## config.mk

```make
export PLATFORM = sky130hd
export DESIGN_NAME = itv_trap_vec
export DESIGN_NICKNAME = d
export VERILOG_FILES = /design/src/itv_pkg.sv /design/src/itv_vec_calc.sv /design/src/itv_node_arb.sv /design/src/itv_trap_vec.sv
export SDC_FILE = /design/constraint.sdc
export NUM_CORES = 2
export LEC_CHECK = 0
export ABC_CLOCK_PERIOD_IN_PS = 157600
export BUFFER_PORTS_ARGS = -buffer_cell sky130_fd_sc_hd__clkbuf_2
export CAP_MARGIN = 25
export CORE_MARGIN = 3
export CORE_UTILIZATION = 50
export DETAILED_ROUTE_END_ITERATION = 12
export PLACE_DENSITY = 0.67
export SETUP_SLACK_MARGIN = 0.4
export SLEW_MARGIN = 20
export SYNTH_ARGS = -nofsm -noshare
export SYNTH_HDL_FRONTEND = slang
export SYNTH_SLANG_ARGS = --single-unit
```

## constraint.sdc

```tcl
create_clock -name i_core_clk -period 157.6 [get_ports i_core_clk]
set_clock_uncertainty 0.1 [all_clocks]
set_input_delay 7.88 -clock i_core_clk [delete_from_list [all_inputs] [get_ports i_core_clk]]
set_output_delay 7.88 -clock i_core_clk [all_outputs]
set_load 0.05 [all_outputs]
```

## src/itv_pkg.sv

```systemverilog
/*
  Shared constants for the trap and interrupt vector unit: register
  offsets, field positions, reset values, trap numbers and encodings.
  Assumes a single core clock and a plain register port.
*/
`default_nettype none
package itv_pkg;
  // Interrupt nodes cover trap numbers 10h..5Fh
  localparam int unsigned NODE_CNT  = 80;
  localparam logic [6:0]  NODE_BASE = 7'h10;
  localparam logic [6:0]  NODE_LAST = 7'h5f;

  // Register offsets on the plain register port
  localparam logic [3:0] ADDR_VECTOR_SEGMENT_REG    = 4'h0;
  localparam logic [3:0] ADDR_CPU_CONFIG_REG_ONE   = 4'h1;
  localparam logic [3:0] ADDR_TRAPFLAG  = 4'h2;
  localparam logic [3:0] ADDR_NODESEL   = 4'h3;
  localparam logic [3:0] ADDR_NODECTRL  = 4'h4;
  localparam logic [3:0] ADDR_STATUS    = 4'h5;

  // Spacing field: bytes between vectors = 4 << code
  localparam int unsigned SPC_LSB        = 0;
  localparam logic [1:0]  SPC_RESET      = 2'h0;
  localparam int unsigned SPC_BASE_SHIFT = 2;
  localparam logic [7:0]  SEG_RESET      = 8'h00;

  // Node control fields
  localparam int unsigned NCTRL_REQ      = 7;
  localparam int unsigned NCTRL_EN       = 6;
  localparam int unsigned NCTRL_PRIO_LSB = 0;

  // Trap flag register bits
  localparam int unsigned TF_NMI       = 15;
  localparam int unsigned TF_STK_OVER  = 14;
  localparam int unsigned TF_STK_UNDER = 13;
  localparam int unsigned TF_SBRK      = 12;
  localparam int unsigned TF_UNDEF_OPC = 7;
  localparam int unsigned TF_PROG_ERR  = 3;
  localparam int unsigned TF_PROT      = 2;
  localparam int unsigned TF_ILL_WORD  = 1;

  // Hardware trap numbers
  localparam logic [6:0] TRAP_RESET     = 7'h00;
  localparam logic [6:0] TRAP_NMI       = 7'h02;
  localparam logic [6:0] TRAP_STK_OVER  = 7'h04;
  localparam logic [6:0] TRAP_STK_UNDER = 7'h06;
  localparam logic [6:0] TRAP_SBRK      = 7'h08;
  localparam logic [6:0] TRAP_CLASS_B   = 7'h0a;

  // Peripheral node trap numbers
  localparam logic [6:0] TRAP_AS0_TX  = 7'h2a;
  localparam logic [6:0] TRAP_AS0_TB  = 7'h47;
  localparam logic [6:0] TRAP_AS0_RX  = 7'h2b;
  localparam logic [6:0] TRAP_AS0_ER  = 7'h2c;
  localparam logic [6:0] TRAP_AS0_AB  = 7'h5f;
  localparam logic [6:0] TRAP_AS1_TX  = 7'h48;
  localparam logic [6:0] TRAP_AS1_TB  = 7'h5e;
  localparam logic [6:0] TRAP_AS1_RX  = 7'h49;
  localparam logic [6:0] TRAP_AS1_ER  = 7'h4a;
  localparam logic [6:0] TRAP_AS1_AB  = 7'h42;
  localparam logic [6:0] TRAP_XFER_END = 7'h4c;
  localparam logic [6:0] TRAP_RTC     = 7'h5d;
  localparam logic [6:0] TRAP_OSC_WD  = 7'h43;
  localparam logic [6:0] TRAP_CAP_REL = 7'h27;
  localparam logic [6:0] TRAP_SS0_TX  = 7'h2d;
  localparam logic [6:0] TRAP_SS0_RX  = 7'h2e;
  localparam logic [6:0] TRAP_SS0_ER  = 7'h2f;
  localparam logic [6:0] TRAP_SS1_TX  = 7'h51;
  localparam logic [6:0] TRAP_SS1_RX  = 7'h52;
  localparam logic [6:0] TRAP_SS1_ER  = 7'h53;

  // Expected offsets at default spacing
  localparam logic [15:0] OFF_AS0_TX = 16'h00a8;
  localparam logic [15:0] OFF_RTC    = 16'h0174;

  // Trap class in progress, ordered by trap priority
  typedef enum logic [1:0] {CLS_NONE, CLS_B, CLS_A, CLS_RST} itv_cls_t;
  typedef enum logic [1:0] {KIND_IRQ, KIND_TRAP, KIND_SWT} itv_kind_t;

  // Nodes with no peripheral behind them
  function automatic logic is_unassigned(input logic [6:0] num);
    return num inside {[7'h10:7'h17], [7'h1e:7'h21], 7'h28, 7'h29,
                       [7'h3f:7'h41], 7'h4b, [7'h4d:7'h50],
                       [7'h54:7'h5c]};
  endfunction
endpackage
`default_nettype wire

```

## src/itv_vec_calc.sv

```systemverilog
/*
  Vector address former: segment in the upper byte, trap number
  times the spacing in the lower sixteen bits. Purely combinational;
  the caller registers the result.
*/
`default_nettype none
module itv_vec_calc (
  // Trap number and settings
  input  wire logic [6:0]  i_num,
  input  wire logic [7:0]  i_seg,
  input  wire logic [1:0]  i_spc,
  // Formed vector address
  output logic      [23:0] o_addr
);
  import itv_pkg::*;

  logic [15:0] offset;

  // Offset is the trap number shifted left by two plus the spacing code
  always_comb begin
    offset = 16'({9'h000, i_num} << (SPC_BASE_SHIFT + 32'(i_spc)));
    o_addr = {i_seg, offset};
  end
endmodule
`default_nettype wire

```

## src/itv_node_arb.sv

```systemverilog
/*
  Interrupt node arbiter: finds the enabled pending node with the
  highest priority level; on a tie the lowest node index wins.
*/
`default_nettype none
module itv_node_arb (
  // Node state
  input  wire logic [itv_pkg::NODE_CNT-1:0]      i_req,
  input  wire logic [itv_pkg::NODE_CNT-1:0]      i_en,
  input  wire logic [itv_pkg::NODE_CNT-1:0][3:0] i_prio,
  // Winner
  output logic                                   o_found,
  output logic      [6:0]                        o_idx,
  output logic      [3:0]                        o_prio
);
  import itv_pkg::*;

  // Linear scan, strictly higher level replaces the winner
  always_comb begin
    o_found = 1'b0;
    o_idx   = 7'h00;
    o_prio  = 4'h0;
    for (int k = 0; k < NODE_CNT; k++) begin
      if (i_req[k] && i_en[k] && (!o_found || i_prio[k] > o_prio)) begin
        o_found = 1'b1;
        o_idx   = 7'(k);
        o_prio  = i_prio[k];
      end
    end
  end
endmodule
`default_nettype wire

```

## src/itv_trap_vec.sv

```systemverilog
/*
  Trap and interrupt vector unit: node control, hardware trap flags
  and arbitration, and the vector offered to the core.
  Assumes the core acks an offer with a one-cycle pulse and reports
  its current priority level; trap inputs are same-clock pulses
  except the nonmaskable pin, which is synchronised here.
*/
// Decided for this implementation: the register offsets and the plain strobed port.
// Notes on behaviour
// RL1: Vector is segment plus number times spacing
// RL2: Spacing field defaults to four bytes
// RL3: Async serial nodes use fixed trap numbers
// RL4: Other peripheral nodes use fixed trap numbers
// RL5: Unassigned nodes still own vector slots
// RL6: Hardware traps vector at once, nonmaskable
// RL7: Each hardware trap sets its own flag
// RL8: Traps preempt unless higher trap runs; code also holds a trap while one of its own class runs
// RL9: No interrupts during a hardware trap service
// RL10: Reset sources vector to zero, no flag
// RL11: Class A traps own flag and vector
// RL12: Class B traps share one vector
// RL13: Software trap takes any number, keeps priority
// RL14: Node has request, enable, sixteen-level priority
// RL15: Only higher priority interrupts a service
// RL16: Software may set an unassigned request
// RL17: Flags sticky; reset beats A beats B
// RL18: Settings sampled when each vector forms
`default_nettype none
module itv_trap_vec (
  // Clock, reset, enable
  input  wire logic                         i_core_clk,
  input  wire logic                         i_rst_n,
  input  wire logic                         i_ce,
  // Register port
  input  wire logic [3:0]                   i_reg_addr,
  input  wire logic [15:0]                  i_reg_wdata,
  input  wire logic                         i_reg_wr,
  input  wire logic                         i_reg_rd,
  output logic      [15:0]                  o_reg_rdata,
  // Peripheral node requests, bit k is trap number 10h+k
  input  wire logic [itv_pkg::NODE_CNT-1:0] i_node_req,
  // Reset sources
  input  wire logic                         i_hw_reset,
  input  wire logic                         i_sw_reset,
  input  wire logic                         i_wdt_ovf,
  // Class A sources (pin is asynchronous)
  input  wire logic                         i_nmi_pin,
  input  wire logic                         i_stk_over,
  input  wire logic                         i_stk_under,
  input  wire logic                         i_soft_break,
  // Class B sources
  input  wire logic                         i_undef_opc,
  input  wire logic                         i_prog_err,
  input  wire logic                         i_prot_fault,
  input  wire logic                         i_ill_word,
  // Core side
  input  wire logic                         i_swtrap_req,
  input  wire logic [6:0]                   i_swtrap_num,
  input  wire logic [3:0]                   i_cpu_prio,
  input  wire logic                         i_vec_ack,
  input  wire logic                         i_trap_ret,
  output logic                              o_vec_valid,
  output logic      [23:0]                  o_vec_addr,
  output logic      [6:0]                   o_trap_num,
  output logic      [3:0]                   o_vec_prio,
  output logic                              o_vec_is_trap,
  output logic                              o_vec_is_swtrap,
  output logic                              o_trap_active
);
  import itv_pkg::*;

  typedef struct packed {
    logic [7:0]                seg;
    logic [1:0]                spc;
    logic [15:0]               tflag;
    logic [6:0]                nsel;
    logic [NODE_CNT-1:0]       nreq;
    logic [NODE_CNT-1:0]       nen;
    logic [NODE_CNT-1:0][3:0]  nprio;
    logic                      rst_idle;
    logic [3:0]                a_pend;
    logic                      b_pend;
    logic                      sw_pend;
    logic [6:0]                sw_num;
    itv_cls_t                  active;
    logic [1:0]                nmi_sync;
    logic                      nmi_last;
    logic                      vvalid;
    logic [23:0]               vaddr;
    logic [6:0]                vnum;
    itv_kind_t                 vkind;
    itv_cls_t                  vcls;
    logic [1:0]                vsrc;
    logic [3:0]                vprio;
    logic [15:0]               rdata;
  } itv_state_t;

  itv_state_t s_ff;
  itv_state_t nxt_s;

  logic        arb_found;
  logic [6:0]  arb_idx;
  logic [3:0]  arb_prio;
  logic [23:0] cand_addr;
  logic        cand_ok;
  logic [6:0]  cand_num;
  itv_kind_t   cand_kind;
  itv_cls_t    cand_cls;
  logic [1:0]  cand_src;
  logic [3:0]  cand_prio;
  logic [3:0]  ev_a;
  logic [3:0]  ev_b;
  logic        ack;

  // Node index from a trap number
  function automatic logic [6:0] node_idx(input logic [6:0] num);
    return 7'(num - NODE_BASE);
  endfunction

  // Trap number of a class A source, 3 is the highest
  function automatic logic [6:0] a_trap(input logic [1:0] src);
    logic [6:0] r;
    r = TRAP_SBRK;
    unique case (src)
      2'h3: r = TRAP_NMI;
      2'h2: r = TRAP_STK_OVER;
      2'h1: r = TRAP_STK_UNDER;
      2'h0: r = TRAP_SBRK;
    endcase
    return r;
  endfunction

  itv_node_arb u_arb (
    .i_req   (s_ff.nreq),
    .i_en    (s_ff.nen),
    .i_prio  (s_ff.nprio),
    .o_found (arb_found),
    .o_idx   (arb_idx),
    .o_prio  (arb_prio)
  );

  // Segment and spacing are read live as the vector forms
  itv_vec_calc u_calc (
    .i_num  (cand_num),
    .i_seg  (s_ff.seg),  // RL18
    .i_spc  (s_ff.spc),
    .o_addr (cand_addr)
  );

  // Candidate: reset, class A, class B, software trap, interrupt
  always_comb begin
    cand_ok   = 1'b0;
    cand_num  = TRAP_RESET;
    cand_kind = KIND_IRQ;
    cand_cls  = CLS_NONE;
    cand_src  = 2'h0;
    cand_prio = i_cpu_prio;
    if (!s_ff.rst_idle) begin
      cand_ok   = 1'b1;  // RL10
      cand_kind = KIND_TRAP;
      cand_cls  = CLS_RST;
    end else if (|s_ff.a_pend && s_ff.active < CLS_A) begin  // RL8
      cand_ok   = 1'b1;
      cand_kind = KIND_TRAP;
      cand_cls  = CLS_A;
      for (int k = 0; k < 4; k++) begin
        if (s_ff.a_pend[k]) begin
          cand_src = 2'(k);  // RL17
        end
      end
      cand_num  = a_trap(cand_src);  // RL11
    end else if (s_ff.b_pend && s_ff.active == CLS_NONE) begin
      cand_ok   = 1'b1;
      cand_kind = KIND_TRAP;
      cand_cls  = CLS_B;
      cand_num  = TRAP_CLASS_B;  // RL12
    end else if (s_ff.sw_pend) begin
      cand_ok   = 1'b1;
      cand_kind = KIND_SWT;
      cand_num  = s_ff.sw_num;  // RL13
    end else if (arb_found && s_ff.active == CLS_NONE &&  // RL9
                 arb_prio > i_cpu_prio) begin  // RL15
      cand_ok   = 1'b1;
      cand_num  = 7'(arb_idx + NODE_BASE);  // RL3 RL4
      cand_prio = arb_prio;
    end
  end

  // Next state: acks and software clears first, hardware sets last
  always_comb begin
    nxt_s = s_ff;
    ack   = i_vec_ack && s_ff.vvalid;
    nxt_s.nmi_sync = {s_ff.nmi_sync[0], i_nmi_pin};
    nxt_s.nmi_last = s_ff.nmi_sync[1];
    ev_a = {s_ff.nmi_sync[1] & ~s_ff.nmi_last, i_stk_over, i_stk_under,
            i_soft_break};
    ev_b = {i_undef_opc, i_prog_err, i_prot_fault, i_ill_word};
    if (i_trap_ret) begin
      nxt_s.active = CLS_NONE;
    end
    // Acknowledge retires the offered source
    if (ack) begin
      nxt_s.vvalid = 1'b0;
      unique case (s_ff.vkind)
        KIND_IRQ:  nxt_s.nreq[node_idx(s_ff.vnum)] = 1'b0;
        KIND_SWT:  nxt_s.sw_pend = 1'b0;
        KIND_TRAP: begin
          unique case (s_ff.vcls)
            CLS_RST:  nxt_s.rst_idle = 1'b1;
            CLS_A:    nxt_s.a_pend[s_ff.vsrc] = 1'b0;
            CLS_B:    nxt_s.b_pend = 1'b0;
            CLS_NONE: ;
          endcase
          nxt_s.active = (s_ff.vcls == CLS_RST) ? CLS_NONE : s_ff.vcls;
        end
        default: ;
      endcase
    end
    // Register writes
    if (i_reg_wr) begin
      case (i_reg_addr)
        ADDR_VECTOR_SEGMENT_REG:   nxt_s.seg = i_reg_wdata[7:0];
        ADDR_CPU_CONFIG_REG_ONE:  nxt_s.spc = i_reg_wdata[SPC_LSB +: 2];
        ADDR_TRAPFLAG: nxt_s.tflag = s_ff.tflag & ~i_reg_wdata;
        ADDR_NODESEL:  nxt_s.nsel = i_reg_wdata[6:0];
        ADDR_NODECTRL: begin
          if (s_ff.nsel >= NODE_BASE && s_ff.nsel <= NODE_LAST) begin
            nxt_s.nreq[node_idx(s_ff.nsel)] =
              i_reg_wdata[NCTRL_REQ];  // RL16
            nxt_s.nen[node_idx(s_ff.nsel)] = i_reg_wdata[NCTRL_EN];  // RL14
            nxt_s.nprio[node_idx(s_ff.nsel)] =
              i_reg_wdata[NCTRL_PRIO_LSB +: 4];
          end
        end
        default: ;
      endcase
    end
    // Register reads, answered next cycle
    nxt_s.rdata = 16'h0000;
    if (i_reg_rd) begin
      case (i_reg_addr)
        ADDR_VECTOR_SEGMENT_REG:   nxt_s.rdata = {8'h00, s_ff.seg};
        ADDR_CPU_CONFIG_REG_ONE:  nxt_s.rdata = 16'({s_ff.spc} << SPC_LSB);
        ADDR_TRAPFLAG: nxt_s.rdata = s_ff.tflag;
        ADDR_NODESEL:  nxt_s.rdata = {9'h000, s_ff.nsel};
        ADDR_NODECTRL: begin
          if (s_ff.nsel >= NODE_BASE && s_ff.nsel <= NODE_LAST) begin
            nxt_s.rdata[NCTRL_REQ] = s_ff.nreq[node_idx(s_ff.nsel)];
            nxt_s.rdata[NCTRL_EN]  = s_ff.nen[node_idx(s_ff.nsel)];
            nxt_s.rdata[NCTRL_PRIO_LSB +: 4] =
              s_ff.nprio[node_idx(s_ff.nsel)];
          end
        end
        ADDR_STATUS: nxt_s.rdata = {13'h0000, s_ff.vvalid, s_ff.active};
        default: ;
      endcase
    end
    // Peripheral requests reach assigned nodes only
    for (int k = 0; k < NODE_CNT; k++) begin
      if (i_node_req[k] && !is_unassigned(7'(k + NODE_BASE))) begin  // RL5
        nxt_s.nreq[k] = 1'b1;
      end
    end
    if (i_swtrap_req) begin
      nxt_s.sw_pend = 1'b1;
      nxt_s.sw_num  = i_swtrap_num;
    end
    // Trap sources: pending bits and sticky flags, set wins
    if (i_hw_reset || i_sw_reset || i_wdt_ovf) begin
      nxt_s.rst_idle = 1'b0;  // RL10
    end
    nxt_s.a_pend = nxt_s.a_pend | ev_a;  // RL6
    nxt_s.b_pend = nxt_s.b_pend | (|ev_b);
    nxt_s.tflag[TF_NMI]       = nxt_s.tflag[TF_NMI] | ev_a[3];  // RL7
    nxt_s.tflag[TF_STK_OVER]  = nxt_s.tflag[TF_STK_OVER] | ev_a[2];
    nxt_s.tflag[TF_STK_UNDER] = nxt_s.tflag[TF_STK_UNDER] | ev_a[1];
    nxt_s.tflag[TF_SBRK]      = nxt_s.tflag[TF_SBRK] | ev_a[0];
    nxt_s.tflag[TF_UNDEF_OPC] = nxt_s.tflag[TF_UNDEF_OPC] | ev_b[3];
    nxt_s.tflag[TF_PROG_ERR]  = nxt_s.tflag[TF_PROG_ERR] | ev_b[2];
    nxt_s.tflag[TF_PROT]      = nxt_s.tflag[TF_PROT] | ev_b[1];
    nxt_s.tflag[TF_ILL_WORD]  = nxt_s.tflag[TF_ILL_WORD] | ev_b[0];  // RL17
    // Offer, or replace a lower offer with a trap of higher class
    if (cand_ok && !ack && (!s_ff.vvalid || cand_cls > s_ff.vcls)) begin
      nxt_s.vvalid = 1'b1;
      nxt_s.vaddr  = cand_addr;  // RL1
      nxt_s.vnum   = cand_num;
      nxt_s.vkind  = cand_kind;
      nxt_s.vcls   = cand_cls;
      nxt_s.vsrc   = cand_src;
      nxt_s.vprio  = cand_prio;
    end
  end

  // State register; reset state is all zero, reset vector pending
  always_ff @(posedge i_core_clk or negedge i_rst_n) begin
    if (!i_rst_n) begin
      s_ff <= '0;  // RL2
    end else if (i_ce) begin
      s_ff <= nxt_s;
    end
  end

  // Outputs
  assign o_reg_rdata     = s_ff.rdata;
  assign o_vec_valid     = s_ff.vvalid;
  assign o_vec_addr      = s_ff.vaddr;
  assign o_trap_num      = s_ff.vnum;
  assign o_vec_prio      = s_ff.vprio;
  assign o_vec_is_trap   = (s_ff.vkind == KIND_TRAP);
  assign o_vec_is_swtrap = (s_ff.vkind == KIND_SWT);
  assign o_trap_active   = (s_ff.active != CLS_NONE);
endmodule
`default_nettype wire

```

== Yosys cells after proc, flatten, opt, wreduce, memory -nomap -nowiden ==
Index checks and enable logic that the tools add are counted.
Word-level totals
  flip-flop bits (word level): 590
  input port bits: 130
  output and inout port bits: 55
  logic and storage cells: 948
Operators by class
  add/sub/neg operators: 4
  order comparisons: 90
  equal/unequal tests: 13
  shift operators: 1
  mux-type cells: 363
  bitwise gates (word level): 18
  reduce and logical (&&, ||, !) cells: 356
Operators by type and width (number)
  2-to-1 mux 480 bit: 2
  2-to-1 mux 503 bit: 1
  2-to-1 mux 4 bit: 97
  bitwise mux 320 bit: 1
  > comparator 4 bit: 80
  2-to-1 mux 6 bit: 33
  logical AND 1 bit: 170
  2-to-1 mux 7 bit: 23
  bitwise mux 80 bit: 2
  2-to-1 mux 80 bit: 2
  2-to-1 mux 1 bit: 147
  logical OR 1 bit: 82
  logical NOT 1 bit: 81
  bitwise AND 80 bit: 1
  2-to-1 mux 5 bit: 16
  inverter 80 bit: 1
  2-to-1 mux 42 bit: 1
  2-to-1 mux 2 bit: 19
  2-to-1 mux 16 bit: 2
  left shift 7 x 32 -> 16 bit: 1
  binary-select mux 4 bit (select 7 bit): 1
  demux 4 bit (select 7 bit): 1
  case mux 7 bit (4 select lines): 1
  case mux 4 bit (6 select lines): 1
  other kinds (38): 79

== Longest topological paths before layout ==
  depth in word-level cells: 329
  mapped depth: 698
  depth with buffers taken out: 685

== Modules after synthesis ==
Synthesis repeated with hierarchy kept, for this count alone.
Unflattened totals
  cells, all modules: 5291
  area, all modules: 47787.1 um2
By module, submodules not included
  itv_trap_vec: times used 1, cells each 2361, area each 29081.6 um2, sequential area each 14764.2 um2
  itv_node_arb: times used 1, cells each 2895, area each 18432.7 um2, sequential area each 0.0 um2
  itv_vec_calc: times used 1, cells each 35, area each 272.8 um2, sequential area each 0.0 um2

== Worst setup path after synthesis ==
OpenSTA, ideal clock, no wires.
  path kind: register to register
  start: register s_ff[477] (netlist name)
  end: register s_ff (netlist bit o_vec_addr[4])
  library setup time: 0.077 ns
  arrival: 118.592 ns
  required time: 157.423 ns
  slack: 38.831 ns
  cell stages (with the launch flop): 630
  path buffers: 13
  period minus slack after synthesis: 118.769 ns
  cell sequence: dfrtp_1 > buf_2 > and3_2 > inv_1 > ha_1 > nor2b_1 > o211a_1 > o21ai_1 > a21o_1 > inv_1 > ha_1 > nor2b_1 > o211ai_1 > a31oi_1 > a211oi_1 > or2_2 > ha_1 > nor2b_1 > [594 not listed] > nand2b_1 > a21oi_1 > a41o_1 > a21oi_1 > buf_2 > nand2_1 > o21ai_1 > ha_1 > nand3_1 > o22ai_1 > o2111ai_1 > or2_2 > nor2_1 > nor2_1 > a41o_1 > o221a_1 > or2_1 > a21oi_1
Between the ends
  word-level cells in the longest chain between the ends: 328
  elaborated cells between the ends (all ways): 574
  those cells by class: add/sub: 1; order compare: 80; shift: 1; mux: 249; reduce/logical: 243
RTL lines
  start, declared: line itv_trap_vec.sv:98  | itv_state_t s_ff;
  start signal, assigned: line itv_trap_vec.sv:299  | s_ff <= nxt_s;
  logical AND 1 bit (*): line itv_node_arb.sv:24  | if (i_req[k] && i_en[k] && (!o_found || i_prio[k] > o_prio)) begin
  branches (longest 327 deep; another with > comparator 4 bit)
Every way passes the cells marked *.
A chain may end at the register's enable or synchronous reset.

== Worst setup path in the final report ==
Ends and elaborated chain as after synthesis.

==> metrics.txt <==
DP HPWL=116,300 um; cts repair resizes=0; prevailing post-synth register cell=dfrtp_1; CTS root buf=clkbuf_16; fraction of the mapped netlist area in adder cells=7.346%; Die Wd=306.6 um; Worst-Margin Slew=1.149 ns; headroom to the max-slew limit=22.62%; final wirelength=161,400 um; layout cells sized above 1=15.64%; H-tree depth=3; CP endpoint kind=register; first-pass GRT wire length=246,200 um; setup violators final=0; Die Y-Extent=306.6 um; Hold Crit Class=reg -> reg; number of distinct library cells after synthesis=130; CP Launch Point=s_ff[477]; met2 usage=51.53%; Clock Latency Late Sink=0.65 ns; P_int=0.0003288 W; FMAX=0.007081 GHz; Final Cycle Share=89.61%; Clk pwr share=31.8%; fin area=0.04907 sq mm; reg2reg start=s_ff[477]; Worst-path clk slew=0.06 ns; reg2reg end=o_vec_addr[4]; Yosys reg bits=588; CP Launch Type=register; all-layer global routing usage=33.49%; Slew Limit Fails=0; Pleak=21.42 nW; met1 Use GR=46.47%; Psw=0.0002112 W; # DRC=0; gpl congestion=1.009; yosys warns=0; Seq pwr share=30.6%; Placed Area=0.04660 sq mm; Setup crit end=o_vec_addr[4]; critical path class=reg -> reg; Critical Path AT=141.68 ns; Comb pwr share=37.5%; post-synthesis simple-gate area fraction=17.35%; largest net degree at the start of global routing=95; gr busiest metal=met2; asr flop ratio synth=100.0%; Max Cap Violations=0; main combinational cell family by area after synthesis=compound AO/OA/AOI/OAI gates; Initial Util=50.74%; reg-to-reg setup timing slack=16.38 ns; die footprint=0.09401 sq mm; xor/xnor share of the synthesized area=0.07753%; critical path peak fanout=14; TritonCTS clock tree=done; Via density=6.640; GRT Residual Overflow=0; I/O Buffers=151; Area contributors post-synth=dfrtp_1, mux2_2, ha_1, nand2_1, o21ai_0; CP most frequent cell=a21oi_1; Vias=43,592; Detail Route Antenna Nets=0; clock buffer depth=3; fraction of synthesized area in multiplexers=10.78%; CORE AREA=0.08906 sq mm; Hold Buf Count CTS=0; CP max stage delay=0.94 ns; Yosys top cell by area=dfrtp_1; commonest non-fill, non-tap cell in the layout=nand2_1; DP Cell Count=6,425; R2R depth=620; CTS buffer count=72; Mapped Area=0.04518 sq mm; num ports=185; Pwr Density=11.01 mW/mm^2; sequential cell area fraction in the yosys report=32.56%; final instance count without filler cells=6,565; EDFF count, synth=0; initial antenna violation count=12; slowest cell on the critical path=o311ai_1; Final nets=5,722; Post-Syn Instances=5,324; sw frac=39.12%; row count=109; Synth top area share=32.56%; most frequent cells in the layout=nand2_1, dfrtp_1, o21ai_0; Synth Area per Inst=8.487 sq um; status=completed; Layout area overhead=8.590%; Final min period=141.22 ns; wire per inst=24.58 um; Compound-Gate Fraction of Synth Area=26.34%; critical path data required time=158.06 ns; clock sinks=588; Worst VDD drop=0.000007622 V; final hold vios=0; RSZ-0062 raised after global routing=no; Post CTS Setup Buffer Count=0; setup_tns=0 ns; DRT Pass-1 Iters=9; Initial DRC Count=5,161; number of global-route vias before repair=41,032; GR Util met3=6.198%
-- cells in the mapped netlist, drive strengths merged (49+ instances only) --
master and instances:
o211ai 52, dfrtp 588, nor3 72, o22ai 75
mux2 380, and2 77, buf 77, nor2 388
mux2i 55, a21oi 344, a22oi 181, nand3 132
a22o 73, clkbuf 190, ha 254, inv 332
o21ai 422, nand2 666, nand4 76, a31oi 68
and3 49
-- worst min path at each step --
stage	startpoint	depth (start not counted)	endpoint
2_1_floorplan	s_ff[574]	2	o_reg_rdata[10]
4_1_cts	s_ff[572]	2	o_reg_rdata[8]
6_report	s_ff[572]	2	o_reg_rdata[8]
3_5_place_dp	s_ff[572]	2	o_reg_rdata[8]
5_1_grt	s_ff[572]	2	o_reg_rdata[8]
3_3_place_gp	s_ff[575]	2	o_reg_rdata[11]
-- cells by family after synthesis --
group | after synthesis
AOI/OAI and AO/OA | 1743
and+or+nand+nor | 1686
buffers and inverters | 599
DFF | 588
muxes | 435
adders and majority gates | 268
xor gates and xnor gates | 4
other | 1
-- stage by stage --
step           total power, W  hold slack (ns)  setup WS [ns]  util (%)
3_5_place_dp        0.0003635           0.3590          19.03     52.32
5_1_grt             0.0005659           0.4024          4.650     55.10
4_1_cts             0.0005360           0.3736          18.23     55.01
6_report            0.0005400           0.3681          16.38     55.10
2_1_floorplan       0.0003121           0.3435          38.83         -
3_3_place_gp        0.0003602           0.3518          20.51     52.32
-- flip-flops by register name (all words and copies together), names as in the netlist --
register / flops
o_reg_rdata: 16
o_vec_prio: 4
s_ff: 536
o_trap_num: 7
nxt_s: 2
o_vec_addr: 22
o_vec_valid: 1
-- cell type report --
class	instances	area, sq um
Tap cell	1165	1458
Antenna cell	9	22.52
Sequential cell	588	14720
Timing Repair Buffer	206	1215
Clock buffer	95	2031
Fill cell	8183	39990
Clock inverter	32	362.8
Multi-Input combinational cell	4138	28020
Inverter	332	1246
-- metal layers --
| metal | wire length [um] | vias up | part of all wire, % |
|---|---|---|---|
| met3 | 16250 | 428 | 10 |
| met1 | 67490 | 21132 | 42 |
| met2 | 70530 | 2236 | 44 |
| met5 | 12 | - | 0.0074 |
| met4 | 7093 | 2 | 4.4 |
| li1 | - | 19794 | - |
-- power by group through the flow --
stage / clock network (W) / logic (W) / registers (W)
2_1_floorplan: 0 / 0.000148 / 0.000164
3_3_place_gp: 0 / 0.000193 / 0.000168
3_5_place_dp: 0 / 0.000196 / 0.000168
4_1_cts: 0.000174 / 0.000197 / 0.000165
5_1_grt: 0.000180 / 0.000220 / 0.000166
6_report: 0.000172 / 0.000203 / 0.000165
-- critical path, delay by kind of cell, from the launching register on --
family / cells / cell delay [ns]
AOI/OAI and AO/OA: 330 / 75.72
adders and majority gates: 93 / 28.31
and+or+nand+nor: 120 / 19.57
muxes: 44 / 14.29
buffers and inverters: 33 / 2.56
DFF: 1 / 0.55
Note: power is estimated with default switching activity, not from simulation.
